### src/hdl/hwpm_defines.vh
// constants for the host watchdog and power mode controller
`ifndef HWPM_DEFINES_VH
`define HWPM_DEFINES_VH
`define HWPM_CLK_HZ        50000000
`define HWPM_WIN0_MS       100
`define HWPM_WIN1_MS       200
`define HWPM_WIN2_MS       500
`define HWPM_WIN3_MS       1000
`define HWPM_SEL_WIN0      2'h0
`define HWPM_SEL_WIN1      2'h1
`define HWPM_SEL_WIN2      2'h2
`define HWPM_SEL_WIN3      2'h3
`define HWPM_CLK_SEL_EXT   2'h3
`define HWPM_SRC_PIN       1'h0
`define HWPM_SRC_REG       1'h1
`define HWPM_ACT_REPORT    1'h0
`define HWPM_ACT_LATCH     1'h1
`define HWPM_MODE_STANDBY  1'h0
`define HWPM_MODE_SLEEP    1'h1
`define HWPM_CNT_W         26
`endif

### src/hdl/hwpm_ctrl.v
// host watchdog, output kill, low power mode and clock source control
`timescale 1ns/10ps
`default_nettype none
`include "hwpm_defines.vh"

//----------------------------------------
// overview
//----------------------------------------
// supervision of a host controller by periodic tickles
// a tickle is a pin rising edge or a one-cycle set-bit pulse
// only the selected tickle source is looked at
// the interval timer counts clock cycles since the last tickle
// the timer also restarts when the watchdog is switched on
// the timer also restarts when a latched fault is cleared
// a timeout raises a one-cycle report pulse
// in latched mode the timeout also sets a sticky fault
// the sticky fault forces the outputs to high impedance
// the sticky fault also pulls the fault indicator low
// only the clear pulse or a disabled watchdog drops it
// a timeout in the same cycle as a clear wins over the clear
// no timeout can follow while the sticky fault stands
// the watchdog needs one cycle of enable before it can expire
//
// low power entry is decided outside and given as a request
// the select bit picks sleep or standby for that request
// the kill pin overrides any low power request
// sleep turns off switches, sense amps, supplies and the host bus
// standby turns off only the switches
// kill with speed high keeps supplies and the host bus alive
// kill always masks the overcurrent protection
//
// the fault indicator is low while the regulators are off
// it is also low for sleep, timeouts, a sticky fault, other faults
//
// the block always leaves reset on the internal oscillator
// the outside clock needs select 11b, the enable bit and a good clock
//
// every output is a flip-flop, so every effect is one cycle late
// hazard: a tickle landing on the expiry cycle suppresses the pulse
// limitation: interval lengths are whole clock cycles
// limitation: very short pin pulses below one cycle can be missed
// trade-off: the report pulse restarts the timer, so a dead host
//            in report mode produces one pulse per interval

module hwpm_ctrl
#(
   parameter [`HWPM_CNT_W-1:0] WIN0_CYC = `HWPM_CLK_HZ / 1000 * `HWPM_WIN0_MS,
   parameter [`HWPM_CNT_W-1:0] WIN1_CYC = `HWPM_CLK_HZ / 1000 * `HWPM_WIN1_MS,
   parameter [`HWPM_CNT_W-1:0] WIN2_CYC = `HWPM_CLK_HZ / 1000 * `HWPM_WIN2_MS,
   parameter [`HWPM_CNT_W-1:0] WIN3_CYC = `HWPM_CLK_HZ / 1000 * `HWPM_WIN3_MS
)
(
   input  wire       i_clk,
   input  wire       i_rst,
   input  wire       i_remote_supervisor_enable,
   input  wire       i_tickle_source_select,
   input  wire [1:0] i_tickle_window_select,
   input  wire       i_supervisor_fault_action,
   input  wire       i_tickle_pin,
   input  wire       i_tickle_set_bit,
   input  wire       i_fault_clear_bit,
   input  wire       i_other_fault,
   input  wire       i_output_kill_pin,
   input  wire       i_speed_pin,
   input  wire       i_low_power_req,
   input  wire       i_low_power_select,
   input  wire       i_regulators_ok,
   input  wire [1:0] i_clock_source_select,
   input  wire       i_outside_clock_enable,
   input  wire       i_outside_clock_ok,
   output reg        o_wd_timeout,
   output reg        o_wd_latched,
   output reg        o_outputs_hiz,
   output reg        o_switch_enable,
   output reg        o_overcurrent_protection_enable,
   output reg        o_sense_amp_enable,
   output reg        o_buck_enable,
   output reg        o_charge_pump_enable,
   output reg        o_ldo_enable,
   output reg        o_i2c_enable,
   output reg        o_sleep_active,
   output reg        o_standby_active,
   output reg        o_fault_indicator_pin_n,
   output reg        o_use_outside_clock
);

   //----------------------------------------
   // functions
   //----------------------------------------
   // interval length in cycles for a window selector code
   function [`HWPM_CNT_W-1:0] win_cycles;
      input [1:0] sel;
      begin
         case (sel)
            `HWPM_SEL_WIN0: win_cycles = WIN0_CYC;
            `HWPM_SEL_WIN1: win_cycles = WIN1_CYC;
            `HWPM_SEL_WIN2: win_cycles = WIN2_CYC;
            default:        win_cycles = WIN3_CYC;
         endcase
      end
   endfunction

   //----------------------------------------
   // tickle detection
   //----------------------------------------
   reg                   pin_d_r;
   reg                   en_d_r;
   reg [`HWPM_CNT_W-1:0] cnt_r;
   reg [`HWPM_CNT_W-1:0] cnt_nxt;
   reg                   started_r;
   wire                  pin_rise;
   wire                  tickle;
   wire                  en_rise;
   wire                  expire;
   wire                  clear_latch;

   // the pin history resets low, the idle level of the pin
   // so a pin held high through reset gives one edge on release
   // which only restarts the timer and is harmless
   // the set bit is a pulse per host write, so no edge detect
   // rising edge of the tickle pin
   assign pin_rise = i_tickle_pin & ~pin_d_r;
   // only the selected source counts
   assign tickle = (i_tickle_source_select == `HWPM_SRC_PIN) ? pin_rise
                 : i_tickle_set_bit;
   assign en_rise = i_remote_supervisor_enable & ~en_d_r;
   // fault clear releases a latched fault
   assign clear_latch = i_fault_clear_bit & o_wd_latched;
   // elapsed time beyond the interval
   assign expire = i_remote_supervisor_enable & started_r
                 & (cnt_r >= win_cycles(i_tickle_window_select));

   //----------------------------------------
   // interval timer
   //----------------------------------------
   // priority: disable, enable rise and clear first
   // then a tickle, then the expiry restart
   // a disabled watchdog keeps the counter at zero
   // so a fresh enable never sees a stale count
   // counter next value
   always @*
   begin
      cnt_nxt = cnt_r;
      if (!i_remote_supervisor_enable || en_rise || clear_latch)
         cnt_nxt = {`HWPM_CNT_W{1'b0}};
      else if (tickle)
         cnt_nxt = {`HWPM_CNT_W{1'b0}};
      else if (expire)
         cnt_nxt = {`HWPM_CNT_W{1'b0}}; // restart after a report
      else
         cnt_nxt = cnt_r + {{(`HWPM_CNT_W-1){1'b0}}, 1'b1};
   end

   // timer and edge history
   always @(posedge i_clk or posedge i_rst)
   begin
      if (i_rst)
      begin
         pin_d_r   <= 1'b0;
         en_d_r    <= 1'b0;
         cnt_r     <= {`HWPM_CNT_W{1'b0}};
         started_r <= 1'b0;
      end
      else
      begin
         pin_d_r   <= i_tickle_pin;
         en_d_r    <= i_remote_supervisor_enable;
         cnt_r     <= cnt_nxt;
         started_r <= i_remote_supervisor_enable & ~o_wd_latched;
      end
   end

   //----------------------------------------
   // fault state
   //----------------------------------------
   // the pulse is dropped when a tickle lands on the expiry cycle
   // the host was in time then, only by a hair
   // dropping the enable also drops the sticky fault
   // report pulse and latched fault; new timeout wins over clear
   always @(posedge i_clk or posedge i_rst)
   begin
      if (i_rst)
      begin
         o_wd_timeout <= 1'b0;
         o_wd_latched <= 1'b0;
      end
      else
      begin
         o_wd_timeout <= expire & ~tickle;
         if (expire && !tickle && i_supervisor_fault_action == `HWPM_ACT_LATCH)
            o_wd_latched <= 1'b1;
         else if (i_fault_clear_bit || !i_remote_supervisor_enable)
            o_wd_latched <= 1'b0;
      end
   end

   //----------------------------------------
   // power mode and output enables
   //----------------------------------------
   reg low_power;
   reg sleep;
   reg standby;
   reg kill_awake;

   // the kill pin wins over a low power request
   // both sleep and standby come from one request
   // mode decode
   always @*
   begin
      low_power  = i_low_power_req & ~i_output_kill_pin;
      sleep      = low_power & (i_low_power_select == `HWPM_MODE_SLEEP);
      standby    = low_power & (i_low_power_select == `HWPM_MODE_STANDBY);
      kill_awake = i_output_kill_pin & i_speed_pin;
   end

   // reset state: everything off, outputs high impedance
   // fault indicator low until the supplies come up
   // internal oscillator in use until configured otherwise
   // switches need no latched fault, no kill, no low power
   // supplies stay up unless sleep; kill with speed high also keeps them up
   // registered enables
   always @(posedge i_clk or posedge i_rst)
   begin
      if (i_rst)
      begin
         o_outputs_hiz                   <= 1'b1;
         o_switch_enable                 <= 1'b0;
         o_overcurrent_protection_enable <= 1'b0;
         o_sense_amp_enable              <= 1'b0;
         o_buck_enable                   <= 1'b0;
         o_charge_pump_enable            <= 1'b0;
         o_ldo_enable                    <= 1'b0;
         o_i2c_enable                    <= 1'b0;
         o_sleep_active                  <= 1'b0;
         o_standby_active                <= 1'b0;
         o_fault_indicator_pin_n         <= 1'b0;
         o_use_outside_clock             <= 1'b0;
      end
      else
      begin
         o_outputs_hiz   <= o_wd_latched | i_output_kill_pin | sleep;
         o_switch_enable <= ~(o_wd_latched | i_output_kill_pin | sleep
                              | standby);
         o_overcurrent_protection_enable <= ~(i_output_kill_pin | sleep);
         o_sense_amp_enable   <= ~sleep;
         o_buck_enable        <= ~sleep | kill_awake;
         o_charge_pump_enable <= ~sleep | kill_awake;
         o_ldo_enable         <= ~sleep | kill_awake;
         o_i2c_enable         <= ~sleep | kill_awake;
         o_sleep_active       <= sleep;
         o_standby_active     <= standby;
         // pin low while supplies off or a fault is shown
         o_fault_indicator_pin_n <= i_regulators_ok & ~sleep & ~o_wd_latched
                                  & ~o_wd_timeout & ~i_other_fault;
         o_use_outside_clock <= (i_clock_source_select == `HWPM_CLK_SEL_EXT)
                              & i_outside_clock_enable & i_outside_clock_ok;
      end
   end

endmodule // hwpm_ctrl
`default_nettype wire

### config.mk
export PLATFORM = sky130hd
export DESIGN_NAME = hwpm_ctrl
export DESIGN_NICKNAME = d
export VERILOG_FILES = /design/src/hdl/hwpm_ctrl.v
export VERILOG_INCLUDE_DIRS = /design/src /design/src/hdl
export SDC_FILE = /design/constraint.sdc
export NUM_CORES = 1
export LEC_CHECK = 0
export BUFFER_PORTS_ARGS = -buffer_cell sky130_fd_sc_hd__buf_2
export CORE_ASPECT_RATIO = 0.9
export CORE_MARGIN = 10
export CORE_UTILIZATION = 57
export CTS_CLUSTER_SIZE = 14
export DETAILED_ROUTE_END_ITERATION = 7
export PLACE_DENSITY = 0.85
export SETUP_SLACK_MARGIN = 0.5
export SLEW_MARGIN = 0
export SYNTH_ARGS = -nofsm -noshare
export SYNTH_HDL_FRONTEND = slang
export SYNTH_SLANG_ARGS = --single-unit
### constraint.sdc
create_clock -name i_clk -period 2.7 [get_ports i_clk]
set_input_delay 0.54 -clock i_clk [delete_from_list [all_inputs] [get_ports i_clk]]
set_output_delay 0.54 -clock i_clk [all_outputs]
set_load 0.02 [all_outputs]
==> impl_metrics.csv, run 1 <==
group,metric,value,unit
floorplan,die_h,80.1,um
worst_setup_path,required,2.88,ns
drt,drcViolationCount,0,
place,gp_congestion,0.807,
power,power.switching,0.298,mW
floorplan,chipWidth,86.8,um
floorplan,io_pins,34,
global_route,grt_usage,16.4,%
floorplan,core-area,0.00378,mm^2
sta,period_needed,2.28,ns
sta,finalSetupViolations,0,
cells_and_area,nNetsFinal,327,
sta,worst_pin_slew,0.500,ns
power,p_leak,1.34,nW
synthesis,avgSynthCellArea,9.82,um^2
cells_and_area,syn_to_final_growth,36.9,%
global_route,grt_pass1_vias,1951,
clocking,insertion_delay,0.29,ns
place,placed_cells,307,
worst_setup_path,worst-path-max-fanout,7,
synthesis,synth_area,0.00229,mm^2
drt,drtAntennaViolNets,0,
clocking,cts.htree.levels,2,
clocking,cts_tree,"yes",
power,power_frac_clock,33.7,%
synthesis,synth-edff-count,0,
floorplan,die_area,0.00695,mm^2
flow_run,maxCapViolCount,0,
sta,max_slew_margin,66.7,%
drt,viasPerCell,6.13,
global_route,grt_pass1_wl,9250,um
clocking,clkTransAtPathRegs,0.08,ns
worst_setup_path,startpoint_type,"input port",
cells_and_area,seqCellArea,0.00100,mm^2
synthesis,async_flop_share,100,%
synthesis,synthCells,233,
power,p_int,0.855,mW
clocking,numCtsBuffers,5,
sta,final.setup.tns,0,ns
sta,grt_setup_unrepaired,"true",
sta,period_share,84.3,%
worst_setup_path,cpMostUsedCell,"buf_12",
clocking,cts_hold_buf,0,
place,io_buffers,32,
worst_setup_path,crit_path_end_kind,"flip-flop",
clocking,clk_path_buf_depth,2,
cells_and_area,drive_above_1_share,38.3,%
synthesis,synthFlopType,"dfrtp_1",
global_route,grt_max_degree,41,
synthesis,syn_nets,274,
global_route,antenna_found_initial,0,
worst_setup_path,max_stage_delay,0.38,ns
synthesis,yosysUniqueCellTypes,39,
place,dpl.hpwl,3720,um
sta,fmax,440,MHz
cells_and_area,fill_cells,205,
synthesis,synth_seq_cells,40,
sta,finalHoldViolations,0,
cells_and_area,multi_input_area,0.00144,mm^2
sta,clock_skew,0.00785,ns
drt,wl_per_cell,19.3,um
drt,first_pass_iters,4,
worst_setup_path,critPathKind,"in2reg",
synthesis,yosys_warnings,0,
power,switching_share,25.8,%
drt,first_iter_violations,163,
power,pwr-share-comb,13.0,%
status,status,"complete, no violations",
floorplan,row_count,21,
cells_and_area,diodes,0,
clocking,clockRootBuffer,"clkbuf_8",
sta,fin_hold_ws,0.363,ns
drt,route.vias.total,2042,
worst_setup_path,worstPathCellList,"buf_12 > inv_12 > nand2_4 > inv_4 > ha_4 > nand4_1 > nor4_4 > o311ai_4 > o2111ai_4 > buf_6 > buf_12 > nor3_2",
sta,drv_slew,0,
worst_setup_path,crit_slowest_cell,"nor4_4",
clocking,clock_sinks,40,
drt,wirelength,6430,um
power,p_seq_share,53.2,%
min_path,worst_hold_path_type,"in2reg",
worst_setup_path,arrival,2.45,ns
power,p_per_area,368,mW/mm^2
cells_and_area,fin_cells,333,
floorplan,floorplan.initialDensity,60.5,%
synthesis,ys_seq_area_share,43.8,%
global_route,grt_overflow,0,
power,ir_drop,0.000365,V
==> through the flow <==
step	power [mW]	setup WS, ns	util (%)	cell area (um^2)
5_1_grt	1.20	0.326	82.8	3130
3_5_place_dp	0.732	0.0730	69.5	2630
4_1_cts	1.13	0.451	75.7	2860
2_1_floorplan	0.694	0.475	-	2440
6_report	1.15	0.425	82.8	3130
3_3_place_gp	0.729	0.105	69.5	2630
==> power groups by stage <==
stage	combinational (mW)	sequential, mW	clock, mW
finish	0.150	0.614	0.389
global route	0.162	0.614	0.426
CTS	0.130	0.614	0.389
detailed placement	0.107	0.625	0
global placement	0.104	0.625	0
floorplan	0.0602	0.634	0
==> sequential cells by signal, indices dropped and copies added, names as in the netlist <==
name	count
o_sleep_active	1
o_use_outside_clock	1
started_r	1
o_outputs_hiz	1
pin_d_r	1
o_switch_enable	1
o_sense_amp_enable	1
cnt_r	26
en_d_r	1
o_fault_indicator_pin_n	1
o_ldo_enable	1
o_wd_latched	1
o_standby_active	1
o_overcurrent_protection_enable	1
o_wd_timeout	1
==> worst max-delay path: cells and delay by family <==
kind                       cells  cell delay [ns]
adders and majority gates      1             0.25
and+or+nand+nor                4             0.69
buffers and inverters          5             0.48
AOI/OAI and AO/OA              2             0.47
==> placed cells by master (no fill, tap or decap), types with 2 or more instances in the layout <==
| cell | synthesis | final |
|---|---|---|
| nand2_1 | 22 | 19 |
| buf_16 | 0 | 2 |
| and3_1 | 4 | 4 |
| buf_4 | 5 | 13 |
| ha_1 | 21 | 17 |
| buf_12 | 0 | 4 |
| inv_1 | 15 | 11 |
| o21ai_0 | 5 | 4 |
| nor3_1 | 29 | 7 |
| dfrtp_1 | 39 | 37 |
| nor3_4 | 0 | 4 |
| nand2_2 | 0 | 2 |
| nand3b_1 | 2 | 2 |
| xnor2_1 | 12 | 12 |
| dfrtp_2 | 0 | 2 |
| and4_1 | 4 | 4 |
| a21oi_1 | 9 | 8 |
| ha_4 | 0 | 4 |
| buf_6 | 0 | 5 |
| clkbuf_8 | 0 | 5 |
| nand4_1 | 10 | 10 |
| xor2_1 | 11 | 11 |
| nand3_1 | 9 | 9 |
| nor3_2 | 1 | 19 |
| nor2_1 | 8 | 8 |
| or3_1 | 2 | 2 |
| buf_2 | 1 | 30 |
==> area by class of cell <==
class | instances | share of cell area (%)
multi-input cells | 169 | 46.0
clock inverters | 2 | 0.399
repair buffers | 55 | 14.8
well taps | 46 | 1.84
flip-flops and latches | 40 | 32.1
inverters | 15 | 2.52
clock buffers | 6 | 2.32
==> cells by family (layout without fill, tap and decap cells) <==
group           after synthesis  count (layout)  share of synthesized area, %
simple gates                102             102                          23.8
compound gates               23              23                          7.27
flops                        40              40                          43.8
xor+xnor                     23              23                          8.80
buf+inv                      24              78                          4.81
fa+ha+maj                    21              21                          11.5
==> what timing repair did <==
item,4_1_cts,5_1_grt
buffers inserted,7,6
pin swaps,4,18
endpoints found under the hold margin,0,0
endpoints found under the setup margin,26,27
cloned,2,3
gates resized for setup,11,37
==> synthesized netlist by cell type, types with 2 or more instances <==
cell / instances / area (um^2)
nand3b_1: 2 / 15.0
nor2_1: 8 / 30.0
inv_1: 15 / 56.3
dfrtp_1: 39 / 976
xnor2_1: 12 / 105
o21ai_0: 5 / 25.0
a21oi_1: 9 / 45.0
and4_1: 4 / 35.0
ha_1: 21 / 263
or3_1: 2 / 12.5
buf_4: 5 / 37.5
clkbuf_1: 3 / 11.3
nand2_1: 22 / 82.6
nand4_1: 10 / 62.6
xor2_1: 11 / 96.3
and3_1: 4 / 25.0
nor4_1: 2 / 12.5
nor3b_1: 2 / 15.0
nor3_1: 29 / 145
nand3_1: 9 / 45.0
==> path summary, 6_finish.rpt <==
kind / from / slack [ns] / depth (start not counted) / endpoint
worst min register to register: o_wd_timeout / 0.52 / 3 / o_fault_indicator_pin_n
max in group asynchronous: i_rst / 1.96 / 3 / cnt_r[20]
min in group asynchronous: i_rst / 0.37 / 3 / o_standby_active
worst max register to register: cnt_r[21] / 0.44 / 8 / cnt_r[3]
worst max-delay path: i_tickle_window_select[0] / 0.42 / 12 / cnt_r[3]
worst min-delay path: i_tickle_pin / 0.36 / 1 / pin_d_r
==> routing by layer <==
| metal | wire (um) | part of all wire (%) | track usage (%) |
|---|---|---|---|
| met1 | 2580 | 40 | 20.9 |
| met2 | 3150 | 49 | 26.9 |
| met4 | 199 | 3.1 | 5.02 |
| met3 | 502 | 7.8 | 3.73 |
| met5 | 0 | 0 | 0 |
No activity file was read; power rests on OpenSTA's default activity.
==> run 2: changes to the inputs <==
--- a/config.mk
+++ b/config.mk
@@ -9,10 +9,10 @@
 export BUFFER_PORTS_ARGS = -buffer_cell sky130_fd_sc_hd__buf_2
 export CORE_ASPECT_RATIO = 0.9
 export CORE_MARGIN = 10
-export CORE_UTILIZATION = 57
+export CORE_UTILIZATION = 51
 export CTS_CLUSTER_SIZE = 14
 export DETAILED_ROUTE_END_ITERATION = 7
-export PLACE_DENSITY = 0.85
+export PLACE_DENSITY = 0.8
 export SETUP_SLACK_MARGIN = 0.5
 export SLEW_MARGIN = 0
 export SYNTH_ARGS = -nofsm -noshare
==> constraint.sdc (replaced) <==
create_clock -name i_clk -period 1.9 [get_ports i_clk]
set_input_delay 0.38 -clock i_clk [delete_from_list [all_inputs] [get_ports i_clk]]
set_output_delay 0.38 -clock i_clk [all_outputs]
set_load 0.02 [all_outputs]
==> run 2 against run 1 <==
Against the previous run: the flow now finishes with violations (setup timing); via count shrank 1.3%; final cell count grew 14%; clock skew shrank 0.00090 ns; setup slack lost 0.67 ns; clock-buffer cell count shrank 1; routed wire length shrank 9.9%; largest cell class unchanged; register-to-register slack lost 0.69 ns; first-iteration DRC count shrank 29%.
==> impl_metrics.csv, run 2 (synthesis gave the netlist of run 1 again) <==
group,metric,value,unit
status,status,"complete, but fails checks",
status,violations,"setup timing",
floorplan,io_pins,34,
cells_and_area,fin_cells,378,
clocking,numCtsBuffers,5,
worst_setup_path,required,2.09,ns
power,p_leak,1.45,nW
sta,period_needed,2.15,ns
drt,first_pass_iters,4,
drt,viasPerCell,5.33,
global_route,grt_usage,15.5,%
cells_and_area,fin_area,0.00316,mm^2
cells_and_area,final_cell_mix,"50 x buf_4, 39 x dfrtp_1, 32 x buf_2",
place,gp_congestion,0.891,
sta,clock_skew,0.00696,ns
global_route,grt_overflow,0,
clocking,clockRootBuffer,"clkbuf_8",
worst_setup_path,crit_slowest_cell,"dfrtp_1",
min_path,worst_hold_path_type,"in2async",
worst_setup_path,max_stage_delay,0.46,ns
cells_and_area,syn_to_final_growth,37.9,%
sta,period_share,113,%
worst_setup_path,crit_path_end_kind,"flip-flop",
global_route,grt_max_degree,41,
floorplan,row_count,23,
place,dpl.hpwl,4610,um
place,placed_cells,367,
drt,wirelength,5790,um
global_route,grt_pass1_wl,9760,um
floorplan,die_h,83.6,um
worst_setup_path,critical_path.top_delay_family,"simple AND/OR/NAND/NOR gates",
cells_and_area,largest_reg_flops,26,
sta,finalSetupViolations,28,
worst_setup_path,critPathKind,"reg2reg",
clocking,cts_hold_buf,0,
floorplan,chipWidth,90.6,um
drt,drcViolationCount,0,
sta,worst_pin_slew,0.493,ns
place,placed_area,0.00299,mm^2
sta,setup_slack,-0.247,ns
clocking,clkTransAtPathRegs,0.08,ns
power,p_per_area,561,mW/mm^2
worst_setup_path,startpoint_type,"flip-flop",
clocking,clk_path_buf_depth,2,
worst_setup_path,worst-path-buf-inv,1,
sta,drv_slew,0,
cells_and_area,regMostFlops,"cnt_r",
power,ir_drop,0.000603,V
cells_and_area,final_common_cell,"buf_4",
sta,max_slew_margin,67.1,%
floorplan,core-area,0.00440,mm^2
cells_and_area,nNetsFinal,356,
flow_run,maxCapViolCount,0,
clocking,insertion_delay,0.30,ns
sta,fmax,466,MHz
floorplan,die_area,0.00757,mm^2
cells_and_area,drive_above_1_share,39.2,%
floorplan,floorplan.initialDensity,52.0,%
cells_and_area,fill_cells,311,
drt,drtAntennaViolNets,0,
place,io_buffers,32,
global_route,antenna_found_initial,0,
drt,first_iter_violations,115,
worst_setup_path,arrival,2.33,ns
cells_and_area,diodes,0,
sta,finalHoldViolations,0,
global_route,grt_pass1_vias,2139,
worst_setup_path,worst-path-max-fanout,15,
clocking,cts.htree.levels,2,
worst_setup_path,worstPathCellList,"ha_4 > nand4_1 > nor4_2 > o311ai_2 > o2111ai_4 > buf_12 > nor3_1",
clocking,cts_tree,"yes",
sta,grt_setup_unrepaired,"true",
drt,route.vias.total,2015,
cells_and_area,final_util,71.7,%
clocking,clock_sinks,40,
drt,wl_per_cell,15.3,um
==> run 2: worst min-delay path, cell delays in order <==
cell and delay, ns:
buf_2 0.09, inv_1 0.04, buf_4 0.42
==> run 2: final timing paths <==
path / from / end / slack, ns / cells after the start
min reg2reg: o_wd_latched / started_r / 0.53 / 1
max reg2reg: cnt_r[20] / cnt_r[9] / -0.25 / 7
max: cnt_r[20] / cnt_r[9] / -0.25 / 7
min in group i_clk: i_tickle_pin / pin_d_r / 0.20 / 1
min: i_rst / cnt_r[6] / 0.18 / 3
max in group asynchronous: i_rst / o_outputs_hiz / 1.36 / 3
==> run 2: layout make-up <==
| type | instances | area, um^2 | area share, % |
|---|---|---|---|
| inverters | 15 | 76.3 | 2.42 |
| flip-flops and latches | 40 | 1000 | 31.8 |
| repair buffers | 84 | 576 | 18.2 |
| clock buffers | 5 | 68.8 | 2.18 |
| well taps | 62 | 77.6 | 2.46 |
| multi-input cells | 169 | 1310 | 41.5 |
| clock inverters | 3 | 46.3 | 1.47 |
==> run 2: layer usage <==
layer	GRT usage (%)	up-vias	share of wire, %
met5	0	-	0
met2	27.6	46	49
li1	-	995	-
met3	4.32	6	5.0
met4	3.18	0	0.73
met1	18.1	968	46
==> run 2: per-stage QoR <==
step | setup slack (ns) | hold slack (ns) | TNS, ns | power, mW
6_report | -0.247 | 0.184 | -6.29 | 1.77
5_1_grt | -0.287 | 0.182 | -7.36 | 1.85
4_1_cts | -0.212 | 0.194 | -5.15 | 1.78
3_5_place_dp | -0.517 | 0.504 | -13.64 | 1.07
3_3_place_gp | -0.410 | 0.501 | -10.90 | 1.06
2_1_floorplan | -0.165 | 0.411 | -3.23 | 0.986
==> run 2: repair_timing <==
action,4_1_cts,5_1_grt
pin swaps,1,1
setup buffers,1,2
resized for setup,0,4
gates cloned,0,0
setup endpoints to repair,28,28
==> run 2: report_power, final <==
group	leakage [nW]	internal (mW)	switching, mW
logic	0.865	0.0722	0.106
clock network	0.0548	0.396	0.324
registers	0.533	0.865	0.00559
